[src/hw/mtc_pkg.sv]
// Shared constants and types for the meter command interpreter.
// Assumes a 125 MHz system clock; values travel as packed BCD records.
package mtc_pkg;
    localparam int CLK_PERIOD_NS = 8;
    localparam int SECOND_NS = 1_000_000_000;
    localparam int SEC_CYCLES = SECOND_NS / CLK_PERIOD_NS;
    localparam int RANGE_SETTLE_S = 3;
    localparam int SEC_W = 15;
    localparam int DIV_W = 27;
    // Value record: mantissa sign, four mantissa digits, exponent sign, two digits
    localparam int VAL_W = 26;
    localparam int VAL_MSIGN = 25;
    localparam int VAL_MANT_LSB = 9;
    localparam int VAL_ESIGN = 8;
    localparam int OUT_LEN = 12;
    localparam logic [7:0] ASC_ZERO = 8'h30;
    localparam logic [7:0] ASC_NINE = 8'h39;
    localparam logic [7:0] ASC_PLUS = 8'h2B;
    localparam logic [7:0] ASC_MINUS = 8'h2D;
    localparam logic [7:0] ASC_DOT = 8'h2E;
    localparam logic [7:0] ASC_EXP = 8'h45;
    localparam logic [7:0] ASC_CR = 8'h0D;
    localparam logic [7:0] ASC_LF = 8'h0A;
    localparam logic [7:0] CMD_TRIG = 8'h54;
    localparam logic [7:0] CMD_AVG = 8'h53;
    localparam logic [7:0] CMD_SRQ = 8'h49;
    localparam logic [7:0] CMD_CANCEL = 8'h43;
    localparam logic [7:0] CMD_CAL = 8'h4B;
    localparam logic [7:0] NO_LETTER = 8'h00;
    localparam int DIG_CLR_ERR = 2;
    localparam logic [1:0] SRQ_RESET = 2'h3;
    localparam int SRQ_ON_DATA = 0;
    localparam int SRQ_ON_ERR = 1;
    localparam logic [7:0] ERR_STICKY = 8'h01;
    localparam int STS_BUSY = 3;
    localparam int STS_ERR = 4;
    localparam int STS_SRQ = 5;
    typedef enum logic [1:0] {MS_IDLE, MS_DELAY, MS_RUN} mtc_meas_e;
endpackage

[src/hw/mtc_cmd_decoder.sv]
// Remote command interpreter of an RF level meter: trigger, averaging,
// service request, error and correction-factor commands.
// Assumes bus bytes arrive already handshaken as strobes on clock_i.
//
// Overview of operation
// Continuous mode runs measurement cycles back to back, loading each result.
// Triggered-mode command stops cycling; measuring waits for triggers.
// Immediate trigger in triggered mode takes one measurement, loads result.
// Delayed trigger waits the trigger-delay store time, then measures once.
// A range change adds three seconds after the next trigger.
// Controller sends triggered mode, one trigger, then GET per cycle.
// GET in continuous mode aborts the cycle and restarts at once.
// Continuous averaging forces continuous running; cancel restores last mode.
// Two averaging codes pick fixed or continuous averaging.
// Store commands copy numeric entry into averaging or delay store.
// Readback commands load averaging or delay store into output buffer.
// After readback, results are held off until the buffer is read.
// Service request policy: never, on data, on error, or either.
// Error readback loads the error number, leaving the error pending.
// Error clear clears errors except the sticky error number one.
// Two calibrate codes disable or enable the user correction factor.
// Measure-correction command measures and saves the user correction.
// Readback codes load user correction or noise store into buffer.
// Codes enable timed auto-calibration, start one now, or inhibit it.
// Correction commands act on the head selected at execution.
// Poll status byte: busy bit 3, error bit 4, request bit 5.
// After reset, service is requested on data or error.
// Every output value is sent as twelve ASCII characters.
// Commands are a letter then a digit; unknown codes change nothing.
`timescale 1ns/10ps
module mtc_cmd_decoder #(
    parameter int unsigned SEC_CYCLES = mtc_pkg::SEC_CYCLES
) (
    input wire logic clock_i,
    input wire logic arst_n_i,
    input wire logic [7:0] rx_byte_i,
    input wire logic rx_valid_i,
    input wire logic get_i,
    input wire logic range_chg_i,
    input wire logic head_sel_i,
    input wire logic [mtc_pkg::VAL_W-1:0] num_buf_i,
    input wire logic meas_done_i,
    input wire logic [mtc_pkg::VAL_W-1:0] meas_value_i,
    input wire logic cal_done_i,
    input wire logic [mtc_pkg::VAL_W-1:0] cal_value_i,
    input wire logic [mtc_pkg::VAL_W-1:0] noise_value_i,
    input wire logic err_set_i,
    input wire logic [7:0] err_code_i,
    input wire logic talk_rd_i,
    output logic meas_start_o,
    output logic meas_abort_o,
    output logic cal_meas_o,
    output logic cal_head_o,
    output logic auto_zero_calibration_now_o,
    output logic auto_zero_calibration_timed_o,
    output logic [1:0] ucf_en_o,
    output logic avg_cont_o,
    output logic trig_mode_o,
    output logic srq_o,
    output logic err_pending_o,
    output logic [7:0] status_o,
    output logic [7:0] tx_char_o,
    output logic tx_valid_o
);
    localparam int VW = mtc_pkg::VAL_W;

    // Command decode
    logic [7:0] letter, next_letter;
    logic is_digit, exec;
    logic [7:0] hit_t, hit_s, hit_i, hit_k;
    logic hit_c2;

    always_comb begin
        is_digit = rx_byte_i >= mtc_pkg::ASC_ZERO && rx_byte_i <= mtc_pkg::ASC_NINE;
        exec = rx_valid_i && is_digit && letter != mtc_pkg::NO_LETTER;
        next_letter = letter;
        if (rx_valid_i) begin
            next_letter = is_digit ? mtc_pkg::NO_LETTER : rx_byte_i;
        end
        // Digits 8 and 9 shift out and hit nothing
        hit_t = (exec && letter == mtc_pkg::CMD_TRIG) ? 8'h01 << rx_byte_i[3:0] : 8'h00;
        hit_s = (exec && letter == mtc_pkg::CMD_AVG) ? 8'h01 << rx_byte_i[3:0] : 8'h00;
        hit_i = (exec && letter == mtc_pkg::CMD_SRQ) ? 8'h01 << rx_byte_i[3:0] : 8'h00;
        hit_k = (exec && letter == mtc_pkg::CMD_CAL) ? 8'h01 << rx_byte_i[3:0] : 8'h00;
        hit_c2 = exec && letter == mtc_pkg::CMD_CANCEL
                 && rx_byte_i[3:0] == 4'(mtc_pkg::DIG_CLR_ERR);
    end

    always_ff @(posedge clock_i or negedge arst_n_i) begin
        if (!arst_n_i) begin
            letter <= mtc_pkg::NO_LETTER;
        end else begin
            letter <= next_letter;
        end
    end

    // Modes and stores
    logic trig_sel, next_trig_sel, next_avg_cont;
    logic [VW-1:0] avg_store, next_avg_store, dly_store, next_dly_store;
    logic [1:0] srq_mode, next_srq_mode;
    logic next_err_pending;
    logic [7:0] err_num, next_err_num;
    logic [1:0] next_ucf_en;
    logic [VW-1:0] ucf_store [2];
    logic [VW-1:0] next_ucf_store [2];
    logic next_auto_zero_calibration_timed, next_cal_meas, next_cal_head, next_auto_zero_calibration_now, cal_busy, next_cal_busy;

    always_comb begin
        next_trig_sel = trig_sel;
        next_avg_cont = avg_cont_o;
        next_avg_store = avg_store;
        next_dly_store = dly_store;
        next_srq_mode = srq_mode;
        next_err_pending = err_pending_o;
        next_err_num = err_num;
        next_ucf_en = ucf_en_o;
        next_ucf_store = ucf_store;
        next_auto_zero_calibration_timed = auto_zero_calibration_timed_o;
        next_cal_head = cal_head_o;
        next_cal_busy = cal_busy;
        next_cal_meas = 1'b0;
        next_auto_zero_calibration_now = 1'b0;
        if (hit_t[0]) next_trig_sel = 1'b0;
        if (hit_t[1]) next_trig_sel = 1'b1;
        if (hit_s[0]) next_avg_cont = 1'b0;
        if (hit_s[1]) next_avg_cont = 1'b1;
        if (hit_s[2]) next_avg_store = num_buf_i;
        if (hit_s[4]) next_dly_store = num_buf_i;
        if (|hit_i[3:0]) next_srq_mode = rx_byte_i[1:0];
        if (hit_c2 && err_num != mtc_pkg::ERR_STICKY) next_err_pending = 1'b0;
        // A new error outranks a clear in the same cycle
        if (err_set_i) begin
            next_err_pending = 1'b1;
            next_err_num = err_code_i;
        end
        if (hit_k[0]) next_ucf_en[head_sel_i] = 1'b0;
        if (hit_k[1]) next_ucf_en[head_sel_i] = 1'b1;
        if (hit_k[2] && !cal_busy) begin
            next_cal_meas = 1'b1;
            next_cal_head = head_sel_i;
            next_cal_busy = 1'b1;
        end
        if (cal_done_i && cal_busy) begin
            next_ucf_store[cal_head_o] = cal_value_i;
            next_cal_busy = 1'b0;
        end
        if (hit_k[5]) next_auto_zero_calibration_timed = 1'b1;
        if (hit_k[7]) next_auto_zero_calibration_timed = 1'b0;
        if (hit_k[6]) next_auto_zero_calibration_now = 1'b1;
    end

    always_ff @(posedge clock_i or negedge arst_n_i) begin
        if (!arst_n_i) begin
            trig_sel <= 1'b0;
            avg_cont_o <= 1'b0;
            avg_store <= '0;
            dly_store <= '0;
            srq_mode <= mtc_pkg::SRQ_RESET;
            err_pending_o <= 1'b0;
            err_num <= 8'h00;
            ucf_en_o <= 2'h0;
            ucf_store <= '{default: '0};
            auto_zero_calibration_timed_o <= 1'b0;
            cal_head_o <= 1'b0;
            cal_busy <= 1'b0;
            cal_meas_o <= 1'b0;
            auto_zero_calibration_now_o <= 1'b0;
        end else begin
            trig_sel <= next_trig_sel;
            avg_cont_o <= next_avg_cont;
            avg_store <= next_avg_store;
            dly_store <= next_dly_store;
            srq_mode <= next_srq_mode;
            err_pending_o <= next_err_pending;
            err_num <= next_err_num;
            ucf_en_o <= next_ucf_en;
            ucf_store <= next_ucf_store;
            auto_zero_calibration_timed_o <= next_auto_zero_calibration_timed;
            cal_head_o <= next_cal_head;
            cal_busy <= next_cal_busy;
            cal_meas_o <= next_cal_meas;
            auto_zero_calibration_now_o <= next_auto_zero_calibration_now;
        end
    end

    // Measurement sequencer
    function automatic logic [mtc_pkg::SEC_W-1:0] bcd_secs(input logic [VW-1:0] v);
        logic [15:0] m;
        m = v[mtc_pkg::VAL_MANT_LSB +: 16];
        return mtc_pkg::SEC_W'(m[15:12] * 1000 + m[11:8] * 100 + m[7:4] * 10 + m[3:0]);
    endfunction

    mtc_pkg::mtc_meas_e state, next_state;
    logic [mtc_pkg::DIV_W-1:0] div, next_div;
    logic [mtc_pkg::SEC_W-1:0] secs, next_secs, wait_s;
    logic range_flag, next_range_flag, cont_eff, trig_req, tick, result_ok;
    logic next_start, next_abort;

    always_comb begin
        cont_eff = !trig_sel || avg_cont_o;
        trig_req = !cont_eff && state == mtc_pkg::MS_IDLE
                   && (hit_t[2] || hit_t[3] || get_i);
        wait_s = (hit_t[3] ? bcd_secs(dly_store) : '0)
                 + (range_flag ? mtc_pkg::SEC_W'(mtc_pkg::RANGE_SETTLE_S) : '0);
        tick = div == mtc_pkg::DIV_W'(SEC_CYCLES - 1);
        result_ok = 1'b0;
        next_state = state;
        next_div = div;
        next_secs = secs;
        next_range_flag = range_flag || range_chg_i;
        next_start = 1'b0;
        next_abort = 1'b0;
        unique case (state)
            mtc_pkg::MS_IDLE: begin
                if (cont_eff) begin
                    next_state = mtc_pkg::MS_RUN;
                    next_start = 1'b1;
                end else if (trig_req) begin
                    next_range_flag = range_chg_i;
                    if (wait_s == '0) begin
                        next_state = mtc_pkg::MS_RUN;
                        next_start = 1'b1;
                    end else begin
                        next_state = mtc_pkg::MS_DELAY;
                        next_secs = wait_s;
                        next_div = '0;
                    end
                end
            end
            mtc_pkg::MS_DELAY: begin
                next_div = tick ? '0 : div + 1'b1;
                if (tick) begin
                    next_secs = secs - 1'b1;
                    if (secs == mtc_pkg::SEC_W'(1)) begin
                        next_state = mtc_pkg::MS_RUN;
                        next_start = 1'b1;
                    end
                end
            end
            mtc_pkg::MS_RUN: begin
                if (get_i && cont_eff) begin
                    next_abort = 1'b1;
                    next_start = 1'b1;
                end else if (meas_done_i) begin
                    result_ok = 1'b1;
                    next_state = mtc_pkg::MS_IDLE;
                end
            end
        endcase
    end

    always_ff @(posedge clock_i or negedge arst_n_i) begin
        if (!arst_n_i) begin
            state <= mtc_pkg::MS_IDLE;
            div <= '0;
            secs <= '0;
            range_flag <= 1'b0;
            meas_start_o <= 1'b0;
            meas_abort_o <= 1'b0;
        end else begin
            state <= next_state;
            div <= next_div;
            secs <= next_secs;
            range_flag <= next_range_flag;
            meas_start_o <= next_start;
            meas_abort_o <= next_abort;
        end
    end

    // Output buffer
    logic lock, next_lock, avail, next_avail, ob_load, rb_load, fmt_done, next_srq;
    logic [VW-1:0] ob_val;

    always_comb begin
        rb_load = hit_s[3] || hit_s[5] || hit_i[4] || hit_k[3] || hit_k[4];
        ob_val = meas_value_i;
        if (hit_s[3]) ob_val = avg_store;
        if (hit_s[5]) ob_val = dly_store;
        if (hit_i[4]) ob_val = {1'b0, 8'h00, err_num, 1'b0, 8'h00};
        if (hit_k[3]) ob_val = ucf_store[head_sel_i];
        if (hit_k[4]) ob_val = noise_value_i;
        // Held-off results are dropped, not queued
        ob_load = rb_load || (result_ok && !lock);
        next_lock = rb_load || (lock && !fmt_done);
        next_avail = (result_ok && !lock) || (avail && !fmt_done && !rb_load);
        next_srq = (srq_mode[mtc_pkg::SRQ_ON_DATA] && next_avail)
                   || (srq_mode[mtc_pkg::SRQ_ON_ERR] && next_err_pending);
        trig_mode_o = !cont_eff;
        status_o = 8'h00;
        status_o[mtc_pkg::STS_BUSY] = state != mtc_pkg::MS_IDLE || cal_busy;
        status_o[mtc_pkg::STS_ERR] = err_pending_o;
        status_o[mtc_pkg::STS_SRQ] = srq_o;
    end

    always_ff @(posedge clock_i or negedge arst_n_i) begin
        if (!arst_n_i) begin
            lock <= 1'b0;
            avail <= 1'b0;
            srq_o <= 1'b0;
        end else begin
            lock <= next_lock;
            avail <= next_avail;
            srq_o <= next_srq;
        end
    end

    mtc_fmt u_fmt (
        .clock_i(clock_i),
        .arst_n_i(arst_n_i),
        .load_i(ob_load),
        .value_i(ob_val),
        .rd_i(talk_rd_i),
        .char_o(tx_char_o),
        .valid_o(tx_valid_o),
        .done_o(fmt_done)
    );

    // Checks
    a_trig_once: assert property (@(posedge clock_i) disable iff (!arst_n_i)
        trig_req && wait_s == '0 |=> meas_start_o ##1 !meas_start_o)
        else $error("immediate trigger did not start exactly one cycle");
    a_cont_run: assert property (@(posedge clock_i) disable iff (!arst_n_i)
        state == mtc_pkg::MS_IDLE && cont_eff |=> meas_start_o)
        else $error("continuous mode did not restart measuring");
    a_get_abort: assert property (@(posedge clock_i) disable iff (!arst_n_i)
        get_i && cont_eff && state == mtc_pkg::MS_RUN |=> meas_abort_o && meas_start_o)
        else $error("GET in continuous mode did not restart");
    a_delay_wait: assert property (@(posedge clock_i) disable iff (!arst_n_i)
        trig_req && wait_s != '0 |=> !meas_start_o [*2])
        else $error("delayed trigger started too early");
    a_settle_add: assert property (@(posedge clock_i) disable iff (!arst_n_i)
        trig_req && range_flag && !hit_t[3] |=> secs == mtc_pkg::SEC_W'(mtc_pkg::RANGE_SETTLE_S))
        else $error("range settle wait not loaded");
    a_avg_force: assert property (@(posedge clock_i) disable iff (!arst_n_i)
        avg_cont_o |-> !trig_mode_o)
        else $error("continuous averaging left triggered mode on");
    a_lock_hold: assert property (@(posedge clock_i) disable iff (!arst_n_i)
        lock && !fmt_done && result_ok && !rb_load |=> lock && !avail)
        else $error("result entered a locked output buffer");
    a_srq_off: assert property (@(posedge clock_i) disable iff (!arst_n_i)
        srq_mode == 2'h0 |=> !srq_o)
        else $error("service request raised while inhibited");
    a_err_keep: assert property (@(posedge clock_i) disable iff (!arst_n_i)
        hit_c2 && err_pending_o && err_num == mtc_pkg::ERR_STICKY |=> err_pending_o)
        else $error("error clear removed the sticky error");
    a_err_read: assert property (@(posedge clock_i) disable iff (!arst_n_i)
        hit_i[4] && err_pending_o |=> err_pending_o && tx_valid_o)
        else $error("error readback cancelled the error");
    a_ucf_head: assert property (@(posedge clock_i) disable iff (!arst_n_i)
        hit_k[1] |=> ucf_en_o[$past(head_sel_i)])
        else $error("correction enable missed the selected head");
    c_delay_trig: cover property (@(posedge clock_i) disable iff (!arst_n_i)
        state == mtc_pkg::MS_DELAY ##1 meas_start_o);
    c_readback: cover property (@(posedge clock_i) disable iff (!arst_n_i)
        rb_load ##[1:20] fmt_done);
    c_cont_abort: cover property (@(posedge clock_i) disable iff (!arst_n_i)
        meas_abort_o);
endmodule // mtc_cmd_decoder

[src/hw/mtc_fmt.sv]
// Output buffer serialiser: one value record sent as a 12-character string.
// Assumes rd_i is a one-cycle strobe from the talker side on the same clock.
`timescale 1ns/10ps
module mtc_fmt (
    input wire logic clock_i,
    input wire logic arst_n_i,
    input wire logic load_i,
    input wire logic [mtc_pkg::VAL_W-1:0] value_i,
    input wire logic rd_i,
    output logic [7:0] char_o,
    output logic valid_o,
    output logic done_o
);
    logic [mtc_pkg::VAL_W-1:0] val, next_val;
    logic [3:0] idx, next_idx;
    logic [7:0] next_ch;
    logic next_valid, next_done;

    function automatic logic [7:0] fchar(input logic [mtc_pkg::VAL_W-1:0] v,
                                         input logic [3:0] i);
        logic [7:0] c;
        c = mtc_pkg::ASC_ZERO;
        unique case (i)
            4'h0: c = v[mtc_pkg::VAL_MSIGN] ? mtc_pkg::ASC_MINUS : mtc_pkg::ASC_PLUS;
            4'h1: c = mtc_pkg::ASC_ZERO | {4'h0, v[mtc_pkg::VAL_MANT_LSB+12 +: 4]};
            4'h2: c = mtc_pkg::ASC_DOT;
            4'h3: c = mtc_pkg::ASC_ZERO | {4'h0, v[mtc_pkg::VAL_MANT_LSB+8 +: 4]};
            4'h4: c = mtc_pkg::ASC_ZERO | {4'h0, v[mtc_pkg::VAL_MANT_LSB+4 +: 4]};
            4'h5: c = mtc_pkg::ASC_ZERO | {4'h0, v[mtc_pkg::VAL_MANT_LSB +: 4]};
            4'h6: c = mtc_pkg::ASC_EXP;
            4'h7: c = v[mtc_pkg::VAL_ESIGN] ? mtc_pkg::ASC_MINUS : mtc_pkg::ASC_PLUS;
            4'h8: c = mtc_pkg::ASC_ZERO | {4'h0, v[7:4]};
            4'h9: c = mtc_pkg::ASC_ZERO | {4'h0, v[3:0]};
            4'hA: c = mtc_pkg::ASC_CR;
            4'hB: c = mtc_pkg::ASC_LF;
            default: c = mtc_pkg::ASC_ZERO;
        endcase
        return c;
    endfunction

    always_comb begin
        next_val = val;
        next_idx = idx;
        next_ch = char_o;
        next_valid = valid_o;
        next_done = 1'b0;
        // A fresh load restarts the string, even mid-transfer
        if (load_i) begin
            next_val = value_i;
            next_idx = 4'h0;
            next_ch = fchar(value_i, 4'h0);
            next_valid = 1'b1;
        end else if (rd_i && valid_o) begin
            if (idx == 4'(mtc_pkg::OUT_LEN - 1)) begin
                next_valid = 1'b0;
                next_done = 1'b1;
            end else begin
                next_idx = idx + 4'h1;
                next_ch = fchar(val, idx + 4'h1);
            end
        end
    end

    always_ff @(posedge clock_i or negedge arst_n_i) begin
        if (!arst_n_i) begin
            val <= '0;
            idx <= 4'h0;
            char_o <= 8'h00;
            valid_o <= 1'b0;
            done_o <= 1'b0;
        end else begin
            val <= next_val;
            idx <= next_idx;
            char_o <= next_ch;
            valid_o <= next_valid;
            done_o <= next_done;
        end
    end
endmodule // mtc_fmt

[config.mk]
export PLATFORM = sky130hd
export DESIGN_NAME = mtc_cmd_decoder
export DESIGN_NICKNAME = d
export VERILOG_FILES = /design/src/hw/mtc_pkg.sv /design/src/hw/mtc_cmd_decoder.sv /design/src/hw/mtc_fmt.sv
export SDC_FILE = /design/constraint.sdc
export NUM_CORES = 1
export LEC_CHECK = 0
export ABC_CLOCK_PERIOD_IN_PS = 6050
export BUFFER_PORTS_ARGS = -buffer_cell sky130_fd_sc_hd__buf_2
export CORE_ASPECT_RATIO = 1.75
export CORE_MARGIN = 1
export CORE_UTILIZATION = 45
export DETAILED_ROUTE_END_ITERATION = 6
export PLACE_DENSITY = 0.72
export SLEW_MARGIN = 20
export SYNTH_ARGS = -nofsm -noshare
export SYNTH_HDL_FRONTEND = slang
export SYNTH_SLANG_ARGS = --single-unit
export TNS_END_PERCENT = 100
[constraint.sdc]
create_clock -name clock_i -period 6.05 [get_ports clock_i]
set_clock_uncertainty 0.15 [all_clocks]
set_input_delay 0.9075 -clock clock_i [delete_from_list [all_inputs] [get_ports clock_i]]
set_output_delay 0.9075 -clock clock_i [all_outputs]
set_load 0.005 [all_outputs]
Word-level counts from Yosys, hierarchy flattened
Cells that the tools add are included.
Storage, ports and cells
  register bits after elaboration: 222
  input port bits: 130
  output and inout bits: 29
  logic and storage cells: 228
Cells by class
  $add $sub $neg: 7
  multipliers: 3
  $lt $le $gt $ge: 7
  equal/unequal tests: 32
  shift-type cells: 1
  multiplexer cells: 82
  bitwise gates (word level): 5
  reduce and logical (&&, ||, !) cells: 61
Operators by type and width (count)
  26-bit two-way mux: 9
  27-bit two-way mux: 4
  8-bit one-hot mux with 12 select lines: 1
  15-bit two-way mux: 5
  27-bit one-hot mux with 2 select lines: 1
  52-bit bitwise mux: 1
  8-bit by 7-bit == test with 1-bit output (second input constant): 5
  8-bit two-way mux: 5
  1-bit two-way mux: 32
  15-bit one-hot mux with 2 select lines: 1
  27-bit by 1-bit adder with 27-bit output (second input constant): 1
  27-bit == test (second input constant): 1
  26-bit demux with 1-bit select: 1
  1-bit logical AND: 24
  4-bit == test (second input constant): 5
  2-bit two-way mux: 10
  4-bit by 3-bit == test with 1-bit output (second input constant): 4
  4-bit two-way mux: 4
  2-bit inequality test (second input constant): 8
  2-bit nonzero test: 8
  14-bit by 11-bit adder with 15-bit output: 1
  15-bit by 2-bit adder with 15-bit output: 1
  15-bit by 4-bit adder with 15-bit output: 1
  15-bit by 8-bit adder with 15-bit output: 1
  other kinds (39): 64

Depth between registers and ports, before layout
  depth after elaboration: 15
  gate-level depth with buffers: 26
  gate-level depth less buffers: 21

Cells and area by module
A second synthesis with hierarchy kept.
Unflattened totals
  cell total of the unflattened synthesis: 1370
  area total of the unflattened synthesis: 13805.7 sq um
By module, submodules not included
  mtc_cmd_decoder: instances 1, cells each 1184, area each 11790.1 sq um, sequential area each 4556.9 sq um
  mtc_fmt: instances 1, cells each 186, area each 2015.7 sq um, sequential area each 975.9 sq um

Worst setup path after synthesis
OpenSTA, ideal clock, no wires.
  kind: register to register
  from: register dly_store[23]
  to: register secs[3] (netlist name)
  setup time: 0.143 ns
  arrival: 5.780 ns
  data required time: 5.757 ns
  path slack: -0.024 ns
  stages on the path, launching flop included: 22
  buffers on the path: 2
  clock period less this slack: 6.074 ns
  path through: dfrtp_1 > fa_1 > fa_1 > ha_1 > a21o_1 > a21oi_1 > xnor2_1 > ha_1 > ha_1 > ha_1 > a211o_1 > o32a_1 > mux2i_1 > or4_1 > o32ai_2 > o211ai_2 > o21ai_4 > and2_1 > buf_4 > buf_6 > a2bb2oi_2 > o221ai_1
Between the ends
  word-level cells in the longest chain between the ends: 9
Ends and longest elaborated chain
  start: declaration: line mtc_cmd_decoder.sv:99  | logic [VW-1:0] avg_store, next_avg_store, dly_store, next_dly_store;
  start signal: assignment: line mtc_cmd_decoder.sv:172  | dly_store <= next_dly_store;
  4-bit by 7-bit multiplier with 11-bit output: line mtc_cmd_decoder.sv:190  | return mtc_pkg::SEC_W'(m[15:12] * 1000 + m[11:8] * 100 + m[7:4] * 10 + m[3:0]);
  14-bit by 11-bit adder with 15-bit output: line mtc_cmd_decoder.sv:190
  15-bit by 8-bit adder with 15-bit output: line mtc_cmd_decoder.sv:190
  15-bit by 4-bit adder with 15-bit output: line mtc_cmd_decoder.sv:190
  15-bit two-way mux: line mtc_cmd_decoder.sv:203  | wait_s = (hit_t[3] ? bcd_secs(dly_store) : '0)
  15-bit by 2-bit adder with 15-bit output: line mtc_cmd_decoder.sv:204  | + (range_flag ? mtc_pkg::SEC_W'(mtc_pkg::RANGE_SETTLE_S) : '0);
  15-bit logical NOT: line mtc_cmd_decoder.sv:220  | if (wait_s == '0) begin
  2-bit inequality test (no source line)
  5-bit AND reduction (no source line)
  end signal: assignment: line mtc_cmd_decoder.sv:263  | secs <= next_secs;
  end: declaration: line mtc_cmd_decoder.sv:195  | logic [mtc_pkg::SEC_W-1:0] secs, next_secs, wait_s;
No other way between the ends.
A chain may end at the register's enable or synchronous reset.

Worst setup path in the final report
  from: register dly_store[23]
  to: register secs[8] (netlist name)
Between the ends
  word-level cells in the longest chain between the ends: 10
  elaborated cells on any way between the ends: 13
  those cells by class: add/sub (4); mul (1); eq/ne (1); mux (5); reduce/logical (2)
Ends and longest elaborated chain (line)
  4-bit by 7-bit multiplier with 11-bit output *: mtc_cmd_decoder.sv:190
  14-bit by 11-bit adder with 15-bit output *: mtc_cmd_decoder.sv:190
  15-bit by 8-bit adder with 15-bit output *: mtc_cmd_decoder.sv:190
  15-bit by 4-bit adder with 15-bit output *: mtc_cmd_decoder.sv:190
  15-bit two-way mux *: mtc_cmd_decoder.sv:203
  15-bit by 2-bit adder with 15-bit output *: mtc_cmd_decoder.sv:204
  parallel branches: the longest is 4 deep, another holds 15-bit logical NOT
Every way passes the cells marked *. The select of a mux whose other input is x is not followed.

==> metrics.yaml <==
status:
  status: "completed"
clock_network:
  cts_hold_buf: 0
  clock_tree.root_cell: "clkbuf_16"
  tritoncts: "built"
  cts_sinks: 221
  htree_levels: 1
  clock_latency_ns: 0.53
  cts_buffer_depth: 3
  clkTransAtPathRegs_ns: 0.07
  numCtsBuffers: 23
timing:
  finalSetupViolCount: 0
  relSlewSlack: 0.371
  finalCritPeriodShare: 0.984
  finalSetupTns_ns: 0
  layout_min_cycle_time_ns: 5.95
  hold_viol_final: 0
  timing.final.max_slew_violations: 0
  whs_ns: 0.239
  max_freq_mhz: 168
  worst_pin_slew_ns: 0.944
power:
  vdd_drop_max_mv: 0.349
  p_leak_nw: 7.79
  powerDensity_mw_per_mm2: 203
job:
  drv_cap: 0
grt:
  grt_max_degree: 112
  grt_pass1_vias: 11867
  groute.usage.overall: 0.249
  grt-ovfl-total: 0
  antenna_found_initial: 3
  grt_pass1_wl_microns: 60600
placement:
  dpl-instance-area_sq_mm: 0.0150
  gp_congestion: 0.899
  dpl.hpwl_microns: 28300
  portBuffers: 152
  place_inst: 1921
synthesis:
  syn_avg_cell_area_sq_um: 9.76
  yosysWarningCount: 0
  synth_seq_cells: 221
  synth-main-ff-cell: "dfrtp_1"
  async_flop_share: 1.00
  syn-instance-count: 1398
  synth_edf_count: 0
  seq_area_frac_synth: 0.406
  synthesis.area_sq_mm: 0.0136
  ys_types: 79
setup_path:
  cp-start-kind: "flop"
  critPathLaunch: "dly_store[23]"
  crit_fanout: 6
  arrival_ns: 6.22
  crit_path_end_kind: "flop"
  path_class: "flop to flop"
  r2r_start: "dly_store[23]"
  required_ns: 6.32
die:
  core_area_sq_mm: 0.0300
  std_cell_rows: 84
  fp.dieW_microns: 134
  ios: 159
  start_util: 0.455
  die_y_microns: 232
  dieArea_sq_mm: 0.0310
finish:
  fin_area_sq_mm: 0.0162
  fin_util: 0.542
  n_fill_cell: 2649
  final_cells: 1971
  area_delta_synth_final_pct: 19.0
  drive_gt1_frac: 0.274
  layout_commonest_cell: "dfrtp_1"
  nets: 1779
  final_cell_mix: "dfrtp_1 (217), buf_2 (151), nor2_1 (125), mux2_2 (117), nand2_1 (103)"
  diodes: 0
drt:
  drtPass1Iterations: 6
  wl_microns: 39000
  post_drt_wl_per_cell_microns: 19.8
  via_per_inst: 5.81
  drt.antenna.violating_nets: 0
  vias: 11459
  first_iter_violations: 526
  remaining_drc_errors: 0
min_path:
  hold_class: "input pin to asynchronous set/reset pin"
## stage by stage
| step | worst slack, ns | total power, mW |
|---|---|---|
| final | 0.0972 | 3.30 |
| after global routing | -0.0964 | 3.40 |
| after CTS | 0.00127 | 3.32 |
| after detailed placement | -0.0733 | 1.82 |
| after global placement | 0.0220 | 1.81 |
| after floorplan | 0.0147 | 1.68 |
## Yosys cell counts, types with 4 or more instances
| master | number | share of area |
|---|---|---|
| a22o_1 | 8 | 0.0051 |
| or4_1 | 5 | 0.0028 |
| a211oi_1 | 22 | 0.012 |
| and2_1 | 8 | 0.0037 |
| nor2_1 | 127 | 0.035 |
| nor4b_1 | 7 | 0.0045 |
| dfrtp_1 | 219 | 0.40 |
| o31ai_1 | 12 | 0.0066 |
| nand2b_1 | 18 | 0.0083 |
| o211ai_1 | 22 | 0.012 |
| and3_1 | 13 | 0.0060 |
| nand2_1 | 106 | 0.029 |
| fa_1 | 18 | 0.026 |
| buf_4 | 11 | 0.0061 |
| o41ai_1 | 7 | 0.0045 |
| nor3_1 | 27 | 0.0099 |
| nor2b_1 | 16 | 0.0073 |
| or2_2 | 7 | 0.0032 |
| nand4_1 | 8 | 0.0037 |
| buf_2 | 12 | 0.0044 |
| a21o_1 | 8 | 0.0044 |
| clkbuf_1 | 49 | 0.013 |
| a21oi_1 | 88 | 0.032 |
| xor2_1 | 12 | 0.0077 |
| xnor2_1 | 18 | 0.012 |
| mux2_2 | 117 | 0.097 |
| nand3b_1 | 6 | 0.0033 |
| a31oi_1 | 15 | 0.0069 |
| inv_1 | 54 | 0.015 |
| mux2i_1 | 59 | 0.043 |
| nand3_1 | 43 | 0.016 |
| ha_1 | 63 | 0.058 |
| o21ai_1 | 32 | 0.012 |
| o21ai_0 | 70 | 0.026 |
| a211o_1 | 7 | 0.0045 |
| nor4_1 | 9 | 0.0041 |
| o221ai_1 | 4 | 0.0026 |
## worst max-delay path, cell delays in order (launching register included)
cell and delay (ns):
dfrtp_1 0.43, fa_2 0.60, fa_1 0.45, ha_4 0.29, buf_6 0.09, nor2b_1 0.14
nor2_1 0.07, xnor2_1 0.16, ha_1 0.28, ha_4 0.23, ha_4 0.17, a211o_1 0.29
o32a_1 0.41, mux2i_2 0.19, or4_4 0.54, o32ai_4 0.33, o211ai_4 0.14, o21ai_4 0.14
and2_4 0.21, buf_12 0.14, o21ai_1 0.07, a221o_1 0.31
## logic make-up (layout without fill, tap and decap cells)
logic type	after synthesis	in the layout	synth area share
simple gates	422	422	0.152
compound gates	335	335	0.156
flops	221	221	0.406
mux	176	176	0.140
buf+inv	132	313	0.0421
fa+ha+maj	81	81	0.0842
xor+xnor	30	30	0.0193
other cells	1	6	0.000275
## routing by layer
metal,part of all wire,GRT usage,up-vias
met5,0.00051,0,-
met4,0.054,0.136,4
met3,0.048,0.0402,113
met2,0.54,0.479,346
met1,0.35,0.251,5614
li1,-,-,5382
## power by group
part	switching (mW)	internal [mW]
Clock	0.635	0.869
Combinational	0.144	0.109
Sequential	0.0244	1.51
Total	0.803	2.49
## area by class of cell
| class | instances | area (sq um) | area share |
|---|---|---|---|
| Multi-Input combinational cell | 1050 | 7830 | 0.483 |
| Sequential cell | 221 | 5540 | 0.341 |
| Timing Repair Buffer | 217 | 1390 | 0.0856 |
| Clock buffer | 28 | 624 | 0.0385 |
| Tap cell | 387 | 484 | 0.0298 |
| Inverter | 55 | 206 | 0.0127 |
| Clock inverter | 13 | 160 | 0.00987 |
## worst paths after layout
path / end / slack [ns] / cells after the start
setup reg to reg: secs[8] / 0.1 / 21
hold reg to reg: lock / 0.32 / 1
max in group asynchronous: ucf_store[17] / 4.13 / 2
min in group clock_i: lock / 0.32 / 1
hold / removal: letter[6] / 0.24 / 1
setup / recovery: secs[8] / 0.1 / 21
## registers in the layout (all words and copies together), names as in the netlist, 2 cells and up, named ones only
signal        count
err_num           8
state             2
avg_store        26
srq_mode          2
u_fmt.char_o      7
u_fmt.val        26
dly_store        26
letter            8
u_fmt.idx         4
ucf_store        52
div              27
secs             15
## timing repair
action / 4_1_cts / 5_1_grt
cloned: 0 / 4
setup buffers: 0 / 5
setup endpoints to repair: 24 / 43
pin swaps: 1 / 29
gates resized for setup: 4 / 42
Power figures use the tool's default switching activity.
